`config.mk`:
```
export PLATFORM = sky130hd
export DESIGN_NAME = adc_config_two_regs
export DESIGN_NICKNAME = d
export VERILOG_FILES = /design/src/sample_time_decode.v /design/src/adc_config_two_regs.v
export VERILOG_INCLUDE_DIRS = /design/src /design/src/src
export SDC_FILE = /design/constraint.sdc
export NUM_CORES = 1
export LEC_CHECK = 0
export BUFFER_PORTS_ARGS = -buffer_cell sky130_fd_sc_hd__buf_4
export CAP_MARGIN = 5
export CORE_MARGIN = 2
export CORE_UTILIZATION = 43
export DETAILED_ROUTE_END_ITERATION = 12
export GPL_TIMING_DRIVEN = 0
export PLACE_DENSITY = 0.8
export SYNTH_ARGS = -nofsm -noshare
export SYNTH_HDL_FRONTEND = slang
export SYNTH_HIERARCHICAL = 1
export SYNTH_SLANG_ARGS = --single-unit
```
`constraint.sdc`:
```
create_clock -name aclk -period 1.3 [get_ports aclk]
set_input_delay 0.13 -clock aclk [delete_from_list [all_inputs] [get_ports aclk]]
set_output_delay 0.13 -clock aclk [all_outputs]
set_load 0.005 [all_outputs]
```
`src/adc_cfg_map.vh`:
```
// register offsets, field positions, reset values and sample timing for the adc config block
`ifndef ADC_CFG_MAP_VH
`define ADC_CFG_MAP_VH

// register byte addresses
`define OFS_CONFIG_ONE       8'h08
`define OFS_CONFIG_TWO       8'h0C
`define OFS_CONV_STATUS      8'h10

// first configuration register fields
`define FIRST_CONFIG_REGISTER_CLKSRC_LSB      0
`define FIRST_CONFIG_REGISTER_LSMP_BIT        4
`define FIRST_CONFIG_REGISTER_WMASK           32'h0000001F
`define FIRST_CONFIG_REGISTER_RESET           32'h00000000
`define CLKSRC_ASYNC         2'h3

// second configuration register fields
`define SECOND_CONFIG_REGISTER_LSTS_LSB        0
`define SECOND_CONFIG_REGISTER_HSC_BIT         2
`define SECOND_CONFIG_REGISTER_ACK_BIT         3
`define SECOND_CONFIG_REGISTER_MUX_BIT         4
`define SECOND_CONFIG_REGISTER_WMASK           32'h0000001F
`define SECOND_CONFIG_REGISTER_RESET           32'h00000000

// sample phase lengths in conversion clock cycles
`define SAMPLE_SHORT         5'h04
`define SAMPLE_EXTRA_00      5'h14
`define SAMPLE_EXTRA_01      5'h0C
`define SAMPLE_EXTRA_10      5'h06
`define SAMPLE_EXTRA_11      5'h02
`define HSC_EXTRA            5'h02

// axi response codes
`define RESP_OKAY            2'h0
`define RESP_SLVERR          2'h2

`endif

```
`src/sample_time_decode.v`:
```
// decodes the sample phase length and conversion overhead from configuration fields
`timescale 1ns/1ns
`default_nettype none
`include "adc_cfg_map.vh"

module sample_time_decode (
  input  wire       aclk,
  input  wire       aresetn,
  input  wire       long_sample_mode,
  input  wire [1:0] long_sample_length,
  input  wire       high_speed_sequence,
  output reg  [4:0] sample_cycles,
  output reg  [4:0] sequence_extra_cycles
);

  reg [4:0] extra;

  // ==========================================
  // encoding to extra cycles
  always @* begin
    case (long_sample_length)
      2'h0:    extra = `SAMPLE_EXTRA_00;
      2'h1:    extra = `SAMPLE_EXTRA_01;
      2'h2:    extra = `SAMPLE_EXTRA_10;
      default: extra = `SAMPLE_EXTRA_11;
    endcase
  end

  // ==========================================
  // registered outputs
  always @(posedge aclk) begin
    if (!aresetn) begin
      sample_cycles         <= `SAMPLE_SHORT;
      sequence_extra_cycles <= 5'h00;
    end else begin
      sample_cycles         <= long_sample_mode ? (`SAMPLE_SHORT + extra)
                                                : `SAMPLE_SHORT;
      sequence_extra_cycles <= high_speed_sequence ? `HSC_EXTRA : 5'h00;
    end
  end

endmodule
`default_nettype wire

```
`src/adc_config_two_regs.v`:
```
// axi4-lite register slave holding the two adc configuration registers
`timescale 1ns/1ns
`default_nettype none
`include "adc_cfg_map.vh"

// Function
// - reserved bits 31 to 8 and 7 to 5 of the second configuration register read as zero.
// - channel bank select clear routes the mux to bank a, set routes it to bank b.
// - async clock force set runs the async clock and its output always, whatever the state.
// - with force clear the async clock runs only when selected and a conversion is active.
// - high speed sequence set adds two conversion clock cycles to the conversion.
// - the long sample length field applies only while long sample mode is set.
// - length code 00 gives 20 extra cycles, 24 in total, the default.
// - length code 01 gives 12 extra cycles, 16 in total.
// - length code 10 gives 6 extra cycles, 10 in total.
// - length code 11 gives 2 extra cycles, 6 in total.
// - long sample mode set makes the length field effective, clear gives the short time.
// - clock source code 11 selects the async clock as conversion clock.
module adc_config_two_regs (
  input  wire        aclk,
  input  wire        aresetn,
  input  wire [7:0]  s_axi_awaddr,
  input  wire        s_axi_awvalid,
  output wire        s_axi_awready,
  input  wire [31:0] s_axi_wdata,
  input  wire [3:0]  s_axi_wstrb,
  input  wire        s_axi_wvalid,
  output wire        s_axi_wready,
  output reg  [1:0]  s_axi_bresp,
  output reg         s_axi_bvalid,
  input  wire        s_axi_bready,
  input  wire [7:0]  s_axi_araddr,
  input  wire        s_axi_arvalid,
  output wire        s_axi_arready,
  output reg  [31:0] s_axi_rdata,
  output reg  [1:0]  s_axi_rresp,
  output reg         s_axi_rvalid,
  input  wire        s_axi_rready,
  input  wire        conversion_active,
  output reg         channel_bank_select,
  output reg         async_clock_enable,
  output reg         async_clock_out_enable,
  output reg  [1:0]  conversion_clock_source,
  output wire [4:0]  sample_cycles,
  output wire [4:0]  sequence_extra_cycles
);

  reg  [31:0] first_config_register_q;
  reg  [31:0] second_config_register_q;
  reg  [7:0]  awaddr_q;
  reg         aw_held_q;
  reg  [31:0] wdata_q;
  reg  [3:0]  wstrb_q;
  reg         w_held_q;
  reg         conv_meta_q;
  reg         conv_sync_q;
  wire [31:0] strb_mask;
  wire        do_write;
  wire        async_selected;
  wire        force_on;
  reg  [31:0] rd_value;
  reg         rd_hit;
  reg  [31:0] first_config_register_d;
  reg  [31:0] second_config_register_d;
  reg  [7:0]  awaddr_d;
  reg         aw_held_d;
  reg  [31:0] wdata_d;
  reg  [3:0]  wstrb_d;
  reg         w_held_d;
  reg         bvalid_d;
  reg  [1:0]  bresp_d;
  reg         rvalid_d;
  reg  [31:0] rdata_d;
  reg  [1:0]  rresp_d;
  reg         bank_d;
  reg         async_run_d;
  reg         async_out_d;
  reg  [1:0]  clock_source_d;
  wire [7:0]  wr_word_addr;
  wire [7:0]  rd_word_addr;
  wire [31:0] first_config_register_merged;
  wire [31:0] second_config_register_merged;
  wire [1:0]  clock_source_field;
  wire        long_mode_field;
  wire [1:0]  length_field;
  wire        high_speed_field;
  wire        bank_field;
  wire        aw_take;
  wire        w_take;
  wire        b_done;
  wire        ar_take;
  wire        r_done;
  wire [31:0] first_config_register_view;
  wire [31:0] second_config_register_view;
  wire [31:0] status_view;

  // ==========================================
  // conversion active synchroniser
  always @(posedge aclk) begin
    if (!aresetn) begin
      conv_meta_q <= 1'b0;
      conv_sync_q <= 1'b0;
    end else begin
      conv_meta_q <= conversion_active;
      conv_sync_q <= conv_meta_q;
    end
  end

  // ==========================================
  // write channel capture
  assign s_axi_awready = !aw_held_q && !s_axi_bvalid;
  assign s_axi_wready  = !w_held_q && !s_axi_bvalid;
  assign do_write      = aw_held_q && w_held_q;

  genvar g;
  generate
    for (g = 0; g < 4; g = g + 1) begin : g_strb
      assign strb_mask[8*g+7:8*g] = {8{wstrb_q[g]}};
    end
  endgenerate

  // ==========================================
  // channel handshakes
  assign aw_take = s_axi_awvalid && s_axi_awready;
  assign w_take  = s_axi_wvalid && s_axi_wready;
  assign b_done  = s_axi_bvalid && s_axi_bready;
  assign ar_take = s_axi_arvalid && s_axi_arready;
  assign r_done  = s_axi_rvalid && s_axi_rready;

  assign wr_word_addr = {awaddr_q[7:2], 2'b00};
  assign first_config_register_merged  = (first_config_register_q & ~(strb_mask & `FIRST_CONFIG_REGISTER_WMASK))
                      | (wdata_q & strb_mask & `FIRST_CONFIG_REGISTER_WMASK);
  assign second_config_register_merged  = (second_config_register_q & ~(strb_mask & `SECOND_CONFIG_REGISTER_WMASK))
                      | (wdata_q & strb_mask & `SECOND_CONFIG_REGISTER_WMASK);

  // ==========================================
  // write next state
  always @* begin
    aw_held_d = aw_held_q;
    awaddr_d  = awaddr_q;
    w_held_d  = w_held_q;
    wdata_d   = wdata_q;
    wstrb_d   = wstrb_q;
    bvalid_d  = s_axi_bvalid;
    bresp_d   = s_axi_bresp;
    first_config_register_d    = first_config_register_q;
    second_config_register_d    = second_config_register_q;
    if (aw_take) begin
      aw_held_d = 1'b1;
      awaddr_d  = s_axi_awaddr;
    end
    if (w_take) begin
      w_held_d = 1'b1;
      wdata_d  = s_axi_wdata;
      wstrb_d  = s_axi_wstrb;
    end
    if (do_write) begin
      aw_held_d = 1'b0;
      w_held_d  = 1'b0;
      bvalid_d  = 1'b1;
      bresp_d   = `RESP_OKAY;
      case (wr_word_addr)
        `OFS_CONFIG_ONE: begin
          first_config_register_d = first_config_register_merged;
        end
        `OFS_CONFIG_TWO: begin
          second_config_register_d = second_config_register_merged;
        end
        `OFS_CONV_STATUS: begin
          bresp_d = `RESP_OKAY;
        end
        default: begin
          bresp_d = `RESP_SLVERR;
        end
      endcase
    end else if (b_done) begin
      bvalid_d = 1'b0;
    end
  end

  // ==========================================
  // write registers
  always @(posedge aclk) begin
    if (!aresetn) begin
      aw_held_q    <= 1'b0;
      w_held_q     <= 1'b0;
      awaddr_q     <= 8'h00;
      wdata_q      <= 32'h00000000;
      wstrb_q      <= 4'h0;
      s_axi_bvalid <= 1'b0;
      s_axi_bresp  <= `RESP_OKAY;
      first_config_register_q       <= `FIRST_CONFIG_REGISTER_RESET;
      second_config_register_q       <= `SECOND_CONFIG_REGISTER_RESET;
    end else begin
      aw_held_q    <= aw_held_d;
      w_held_q     <= w_held_d;
      awaddr_q     <= awaddr_d;
      wdata_q      <= wdata_d;
      wstrb_q      <= wstrb_d;
      s_axi_bvalid <= bvalid_d;
      s_axi_bresp  <= bresp_d;
      first_config_register_q       <= first_config_register_d;
      second_config_register_q       <= second_config_register_d;
    end
  end

  // ==========================================
  // register read views
  assign first_config_register_view   = first_config_register_q & `FIRST_CONFIG_REGISTER_WMASK;
  assign second_config_register_view   = second_config_register_q & `SECOND_CONFIG_REGISTER_WMASK;
  assign status_view = {30'h0, async_clock_enable, conv_sync_q};

  // ==========================================
  // read channel
  assign s_axi_arready = !s_axi_rvalid;
  assign rd_word_addr  = {s_axi_araddr[7:2], 2'b00};

  always @* begin
    rd_value = 32'h00000000;
    rd_hit   = 1'b1;
    case (rd_word_addr)
      `OFS_CONFIG_ONE: begin
        rd_value = first_config_register_view;
      end
      `OFS_CONFIG_TWO: begin
        rd_value = second_config_register_view;
      end
      `OFS_CONV_STATUS: begin
        rd_value = status_view;
      end
      default: begin
        rd_hit = 1'b0;
      end
    endcase
  end

  // ==========================================
  // read next state
  always @* begin
    rvalid_d = s_axi_rvalid;
    rdata_d  = s_axi_rdata;
    rresp_d  = s_axi_rresp;
    if (ar_take) begin
      rvalid_d = 1'b1;
      rdata_d  = rd_value;
      rresp_d  = rd_hit ? `RESP_OKAY : `RESP_SLVERR;
    end else if (r_done) begin
      rvalid_d = 1'b0;
    end
  end

  // ==========================================
  // read registers
  always @(posedge aclk) begin
    if (!aresetn) begin
      s_axi_rvalid <= 1'b0;
      s_axi_rdata  <= 32'h00000000;
      s_axi_rresp  <= `RESP_OKAY;
    end else begin
      s_axi_rvalid <= rvalid_d;
      s_axi_rdata  <= rdata_d;
      s_axi_rresp  <= rresp_d;
    end
  end

  // ==========================================
  // configuration field taps
  assign clock_source_field = first_config_register_q[`FIRST_CONFIG_REGISTER_CLKSRC_LSB+1:`FIRST_CONFIG_REGISTER_CLKSRC_LSB];
  assign long_mode_field    = first_config_register_q[`FIRST_CONFIG_REGISTER_LSMP_BIT];
  assign length_field       = second_config_register_q[`SECOND_CONFIG_REGISTER_LSTS_LSB+1:`SECOND_CONFIG_REGISTER_LSTS_LSB];
  assign high_speed_field   = second_config_register_q[`SECOND_CONFIG_REGISTER_HSC_BIT];
  assign bank_field         = second_config_register_q[`SECOND_CONFIG_REGISTER_MUX_BIT];
  assign force_on           = second_config_register_q[`SECOND_CONFIG_REGISTER_ACK_BIT];
  assign async_selected     = (clock_source_field == `CLKSRC_ASYNC);

  // ==========================================
  // converter control next state
  always @* begin
    bank_d         = bank_field;
    async_out_d    = force_on;
    async_run_d    = force_on || (async_selected && conv_sync_q);
    clock_source_d = clock_source_field;
  end

  // ==========================================
  // converter control outputs
  always @(posedge aclk) begin
    if (!aresetn) begin
      channel_bank_select     <= 1'b0;
      async_clock_enable      <= 1'b0;
      async_clock_out_enable  <= 1'b0;
      conversion_clock_source <= 2'h0;
    end else begin
      channel_bank_select     <= bank_d;
      async_clock_enable      <= async_run_d;
      async_clock_out_enable  <= async_out_d;
      conversion_clock_source <= clock_source_d;
    end
  end

  // ==========================================
  // sample phase and sequence timing
  sample_time_decode u_sample_time_decode (
    .aclk                  (aclk),
    .aresetn               (aresetn),
    .long_sample_mode      (long_mode_field),
    .long_sample_length    (length_field),
    .high_speed_sequence   (high_speed_field),
    .sample_cycles         (sample_cycles),
    .sequence_extra_cycles (sequence_extra_cycles)
  );

endmodule
`default_nettype wire

```
==> results of run 1 <==
[critical path, stage by stage, from the launching register on]
cell and delay [ps]:
dfxtp_1 320, nor3_2 270, and4b_1 250, buf_6 130, mux2i_1 180
[worst min path at each step]
stage	end	slack, ps	cells past startpoint
final	conv_meta_q$_SDFF_PN0_	30	2
after global routing	conv_meta_q$_SDFF_PN0_	30	2
after CTS	conv_meta_q$_SDFF_PN0_	30	2
after detailed placement	conv_meta_q$_SDFF_PN0_	340	2
after global placement	conv_meta_q$_SDFF_PN0_	340	2
after floorplan	conv_meta_q$_SDFF_PN0_	260	1
[through the flow]
step	setup WS (ps)	instance area [um^2]
final	87.3	2650
after global routing	1.42	2650
after CTS	72.5	2640
after detailed placement	93.9	2530
after global placement	134	2530
after floorplan	207	2120
[power by group through the flow]
stage	Combinational, mW	Sequential (mW)	Clock (mW)
6_report	0.359	1.45	1.04
5_1_grt	0.395	1.46	1.14
2_1_floorplan	0.242	1.48	0
4_1_cts	0.358	1.45	1.08
3_5_place_dp	0.356	1.48	0
3_3_place_gp	0.350	1.48	0
[logic make-up (layout without fill, tap and decap cells)]
logic type / count (synthesis) / after routing / synth area share
mux: 26 / 26 / 0.132
flops: 45 / 45 / 0.451
compound gates: 18 / 18 / 0.0714
simple gates: 60 / 60 / 0.183
buf+inv: 47 / 101 / 0.159
other cells: 2 / 34 / 0.00376
[placed cells by master (no fill, tap or decap), types with 2 or more instances in the layout]
cell type	instances
o21a_1	3
clkbuf_1	2
o2bb2ai_1	2
mux2_2	3
nor3b_1	3
nand2_1	18
mux2i_1	23
conb_1	34
nor2_1	4
buf_4	80
o211a_1	2
o211ai_1	2
buf_2	5
and2_1	2
a22o_1	3
o21ai_0	2
clkbuf_8	5
nor4bb_1	4
a311oi_1	2
inv_1	5
and2_2	2
nor2b_1	17
dfxtp_1	44
[layout make-up]
type,instances,share of cell area
tap,52,0.0246
multi-input combinational,138,0.340
buffer,42,0.113
sequential,45,0.341
clock inverter,3,0.0175
timing repair buffer,46,0.131
clock buffer,5,0.0260
inverter,5,0.00710
[metal layers]
layer / share of wire / vias up / GRT usage
li1: - / 768 / -
met1: 0.44 / 641 / 0.169
met2: 0.48 / 49 / 0.225
met3: 0.072 / 4 / 0.0542
met4: 0.0063 / 0 / 0.0440
met5: 0 / - / 0
[repair_timing]
action,CTS,global route
gates resized for setup,0,1
hold endpoints to repair,0,0
hold buffers,0,0
setup endpoints to repair,0,2
==> metrics.yaml, run 1 <==
timing:
  skew_ps: 5.58
  final-max-slew-violation-count: 0
  finalCriticalPeriod_ps: 1210
  hold_violations: 0
  fin_crit_sh: 0.933
  rsz0062_at_grt: "false"
  fin_tns_setup_ps: 0
  hold_ws_ps: 34.6
  setup_viol: 0
  fmax_ghz: 0.825
clock_network:
  clkLatencyLatePin_ps: 300
  clock-sinks: 45
  cts_made_buffers: 5
  cts_max_path_buffers: 2
  clkTransAtPathRegs_ps: 80
  post_cts_buffers: 0
  clock-root-buffer: "clkbuf_8"
  htreeDepth: 2
  tritoncts: "yes"
cells_and_area:
  fillers: 386
  multi_input_area_um2: 900
  antenna_cells: 0
  nNetsFinal: 343
  utilization: 0.599
  fin_cells: 336
  seq_area_um2: 902
  layout-drive-gt1-share: 0.363
  syn_to_final_growth_pct: 32.4
die:
  rows: 24
  coreArea_um2: 4410
  die_width_um: 72.2
  start_util: 0.453
  ioPinCount: 116
  dieHeight_um: 72.2
  die_area_um2: 5210
power:
  p_int_mw: 2.21
  seq_power_share: 0.508
  p_total_mw: 2.86
  leakagePower_nw: 1.32
  switching_share: 0.227
  comb_power_share: 0.126
  power_switching_mw: 0.647
  power_density_nw_per_um2: 1080
  irDropWorstVdd_v: 0.000610
  pwr-share-clk: 0.366
grt:
  grt_pass1_wl_um: 5500
  grt_start_max_net_pins: 16
  first_global_vias: 1228
  groute.usage.overall: 0.139
  antenna_found_initial: 0
  grt_overflow: 0
place:
  placed_cells: 328
  dp_hpwl_um: 2840
  gp_congestion: 0.783
  io_buffers: 46
drt:
  wl_per_cell_um: 10.8
  first_iter_violations: 44
  ant_nets: 0
  wirelength_um: 3630
  viasPerCell: 4.35
  drc: 0
  vias: 1462
  dr.pass1.iters: 6
status:
  outcome: "complete, no violations"
yosys:
  synth.distinct_cells: 35
  synth_top_area_frac: 0.451
  syn_avg_cell_area_um2: 10.1
  synth_area_leaders: "dfxtp_1, buf_4, mux2i_1"
  syn_area_um2: 2000
  synth_enable_flop_cells: 0
  ys_seq_area_frac: 0.451
  yosys-top-cells-count: "dfxtp_1, buf_4, mux2i_1, nand2_1, nor2b_1"
  syn_inst: 198
  synth-seq-cells: 45
  synth_area_leader_cell: "dfxtp_1"
  synth_ff_type: "dfxtp_1"
  yosysMostFrequentCell: "dfxtp_1"
  ys_warn_count: 6
  async_reset_ff_frac: 0
run:
  maxCapViolCount: 0
critical_path:
  startpoint: "awaddr_q[5]$_SDFFE_PN0P_"
  critPathRequiredTime_ps: 1530
  critPathCaptureType: "flop"
  reg2regPathDepth: 4
  critPathKind: "reg2reg"
  crit_path_start_kind: "flop"
  crit_path_max_fanout: 5
  cp.arrival_ps: 1440
  reg2reg_from: "awaddr_q[5]$_SDFFE_PN0P_"
  r2r_slack_ps: 90
hold_path:
  hp-class: "in2reg"
  hp-start: "conversion_active"
(Power assumes the default switching activity.)
==> inputs of run 2 (changes only) <==
--- a/config.mk
+++ b/config.mk
@@ -9,10 +9,12 @@
 export BUFFER_PORTS_ARGS = -buffer_cell sky130_fd_sc_hd__buf_4
 export CAP_MARGIN = 5
 export CORE_MARGIN = 2
-export CORE_UTILIZATION = 43
+export CORE_UTILIZATION = 45
+export CTS_BUF_LIST = sky130_fd_sc_hd__clkbuf_4 sky130_fd_sc_hd__clkbuf_8
 export DETAILED_ROUTE_END_ITERATION = 12
 export GPL_TIMING_DRIVEN = 0
-export PLACE_DENSITY = 0.8
+export PLACE_DENSITY = 0.83
+export SLEW_MARGIN = 30
 export SYNTH_ARGS = -nofsm -noshare
 export SYNTH_HDL_FRONTEND = slang
 export SYNTH_HIERARCHICAL = 1
==> metrics.yaml, run 2 (synthesized netlist as in run 1, its figures left out) <==
timing:
  fin_tns_setup_ps: 0  # unchanged
  final-max-slew-violation-count: 0  # unchanged
  hold_ws_ps: 45.1  # +10.6 ps
  worst_slack_ps: 92.4  # +5.14 ps
  finalCriticalPeriod_ps: 1210  # -5.14 ps
  rsz0062_at_grt: "true"
  hold_violations: 0  # unchanged
  skew_ps: 8.02  # +2.44 ps
  fmax_ghz: 0.828  # +0.43%
  setup_viol: 0  # unchanged
  fin_crit_sh: 0.929  # -0.00396
place:
  io_buffers: 46  # unchanged
  dp_hpwl_um: 2850  # +0.30%
  gp_congestion: 0.720  # -8.1%
  pre_cts_ws_ps: 82.9  # -11.0 ps
critical_path:
  worstPathCellList: "and2_2 > and4b_1 > buf_6 > mux2i_1"
  cp.arrival_ps: 1420  # -20 ps
  critPathCaptureType: "flop"
  cp_slowest_cell: "dfxtp_1"
  critPathRequiredTime_ps: 1520  # about the same
  critPathKind: "reg2reg"
  reg2reg_from: "w_held_q$_SDFFE_PP0P_"
  reg2regPathDepth: 4  # unchanged
  crit_path_start_kind: "flop"
  crit_path_max_fanout: 5  # unchanged
  crit_path_max_incr_delay_ps: 380  # +60 ps
  r2r_slack_ps: 90  # about the same
clock_network:
  cts_resized: 0  # unchanged
  tritoncts: "yes"
  cts_made_buffers: 5  # unchanged
  clock-root-buffer: "clkbuf_8"
  cts_max_path_buffers: 2  # unchanged
  clkTransAtPathRegs_ps: 70  # about the same
  post_cts_buffers: 0  # unchanged
  clkLatencyLatePin_ps: 290  # about the same
  htreeDepth: 2  # unchanged
  postCtsHoldBufs: 0  # unchanged
  clock-sinks: 45  # unchanged
status:
  outcome: "complete, no violations"
power:
  power_switching_mw: 0.609  # -6.0%
  comb_power_share: 0.139  # +0.013
  seq_power_share: 0.560  # +0.052
  power_density_nw_per_um2: 995  # -7.8%
  leakagePower_nw: 1.31  # -0.88%
  irDropWorstVdd_v: 0.000682  # +12%
  pwr-share-clk: 0.301  # -0.065
  switching_share: 0.234  # +0.00736
  p_int_mw: 1.99  # -9.8%
run:
  maxCapViolCount: 0  # unchanged
cells_and_area:
  nNetsFinal: 343  # unchanged
  layout_common_cells: "buf_4, dfxtp_1, conb_1, mux2i_1, nand2_1"
  antenna_cells: 0  # unchanged
  layout_commonest_cell: "buf_4"
  syn_to_final_growth_pct: 30.7
  layout-drive-gt1-share: 0.358  # -0.00452
die:
  coreArea_um2: 4320  # -2.0%
  die_width_um: 70.6  # -2.1%
  die_area_um2: 4990  # -4.2%
  rows: 24  # unchanged
  start_util: 0.462  # +0.00943
  ioPinCount: 116  # unchanged
  dieHeight_um: 70.6  # -2.1%
drt:
  first_iter_violations: 50  # +14%
  ant_nets: 0  # unchanged
  viasPerCell: 4.42  # +1.6%
  wl_per_cell_um: 11.0  # +1.5%
  drc: 0  # unchanged
  vias: 1476  # +0.96%
  dr.pass1.iters: 4  # -2
  wirelength_um: 3670  # +0.85%
hold_path:
  hp-start: "conversion_active"
  whs_endpoint: "conv_meta_q$_SDFF_PN0_"
  min_path_cells: 2  # unchanged
  hp-class: "in2reg"
grt:
  grt_overflow: 0  # unchanged
  first_global_vias: 1368  # +11%
  grt_pass1_wl_um: 6020  # +9.4%
  antenna_found_initial: 0  # unchanged
  grt_start_max_net_pins: 13  # -3
  groute.usage.overall: 0.152  # +0.0128
-- run 2: how the worst max path moves through the flow --
stage | startpoint | end | slack [ps] | cells after the start
after floorplan | awaddr_q[5]$_SDFFE_PN0P_ | flop | 210 | 4
after global placement | awaddr_q[5]$_SDFFE_PN0P_ | flop | 140 | 4
after detailed placement | awaddr_q[5]$_SDFFE_PN0P_ | flop | 80 | 4
after CTS | awaddr_q[5]$_SDFFE_PN0P_ | flop | 60 | 4
after global routing | w_held_q$_SDFFE_PP0P_ | flop | -1 | 3
final | w_held_q$_SDFFE_PP0P_ | flop | 90 | 4
-- run 2: power by group through the flow --
stage | logic (mW) | registers (mW) | clock network [mW]
after CTS | 0.358 | 1.45 | 0.798
after global routing | 0.400 | 1.46 | 0.845
after global placement | 0.349 | 1.48 | 0
after detailed placement | 0.357 | 1.48 | 0
final | 0.362 | 1.45 | 0.783
after floorplan | 0.242 | 1.48 | 0
-- run 2: per-layer routing --
| layer | global-route usage | routed length, um |
|---|---|---|
| met5 | 0 | 0 |
| met4 | 0.0629 | 42 |
| met3 | 0.0413 | 291 |
| met2 | 0.257 | 1760 |
| met1 | 0.182 | 1570 |
-- run 2: final cells by class --
type                    instances  area (um^2)
fillers                       387         1710
multi-input cells             138          906
flip-flops and latches         45          902
repair buffers                 46          345
plain buffers                  42          302
clock buffers                   5         68.8
well taps                      52         65.1
inverters                       5         18.8
clock inverters                 1         5.00
-- run 2: metrics by stage --
stage / utilization / instance area (um^2) / std cells / power, mW
2_1_floorplan: - / 2120 / 230 / 1.72
3_3_place_gp: 0.585 / 2530 / 328 / 1.83
3_5_place_dp: 0.585 / 2530 / 328 / 1.84
4_1_cts: 0.602 / 2600 / 334 / 2.61
5_1_grt: 0.604 / 2610 / 334 / 2.71
6_report: 0.604 / 2610 / 334 / 2.60
-- run 2: critical path, delay by kind of cell (launching register included) --
family	cells	cell delay, ps
mux	1	180
flops	1	380
buf+inv	1	130
simple gates	2	440
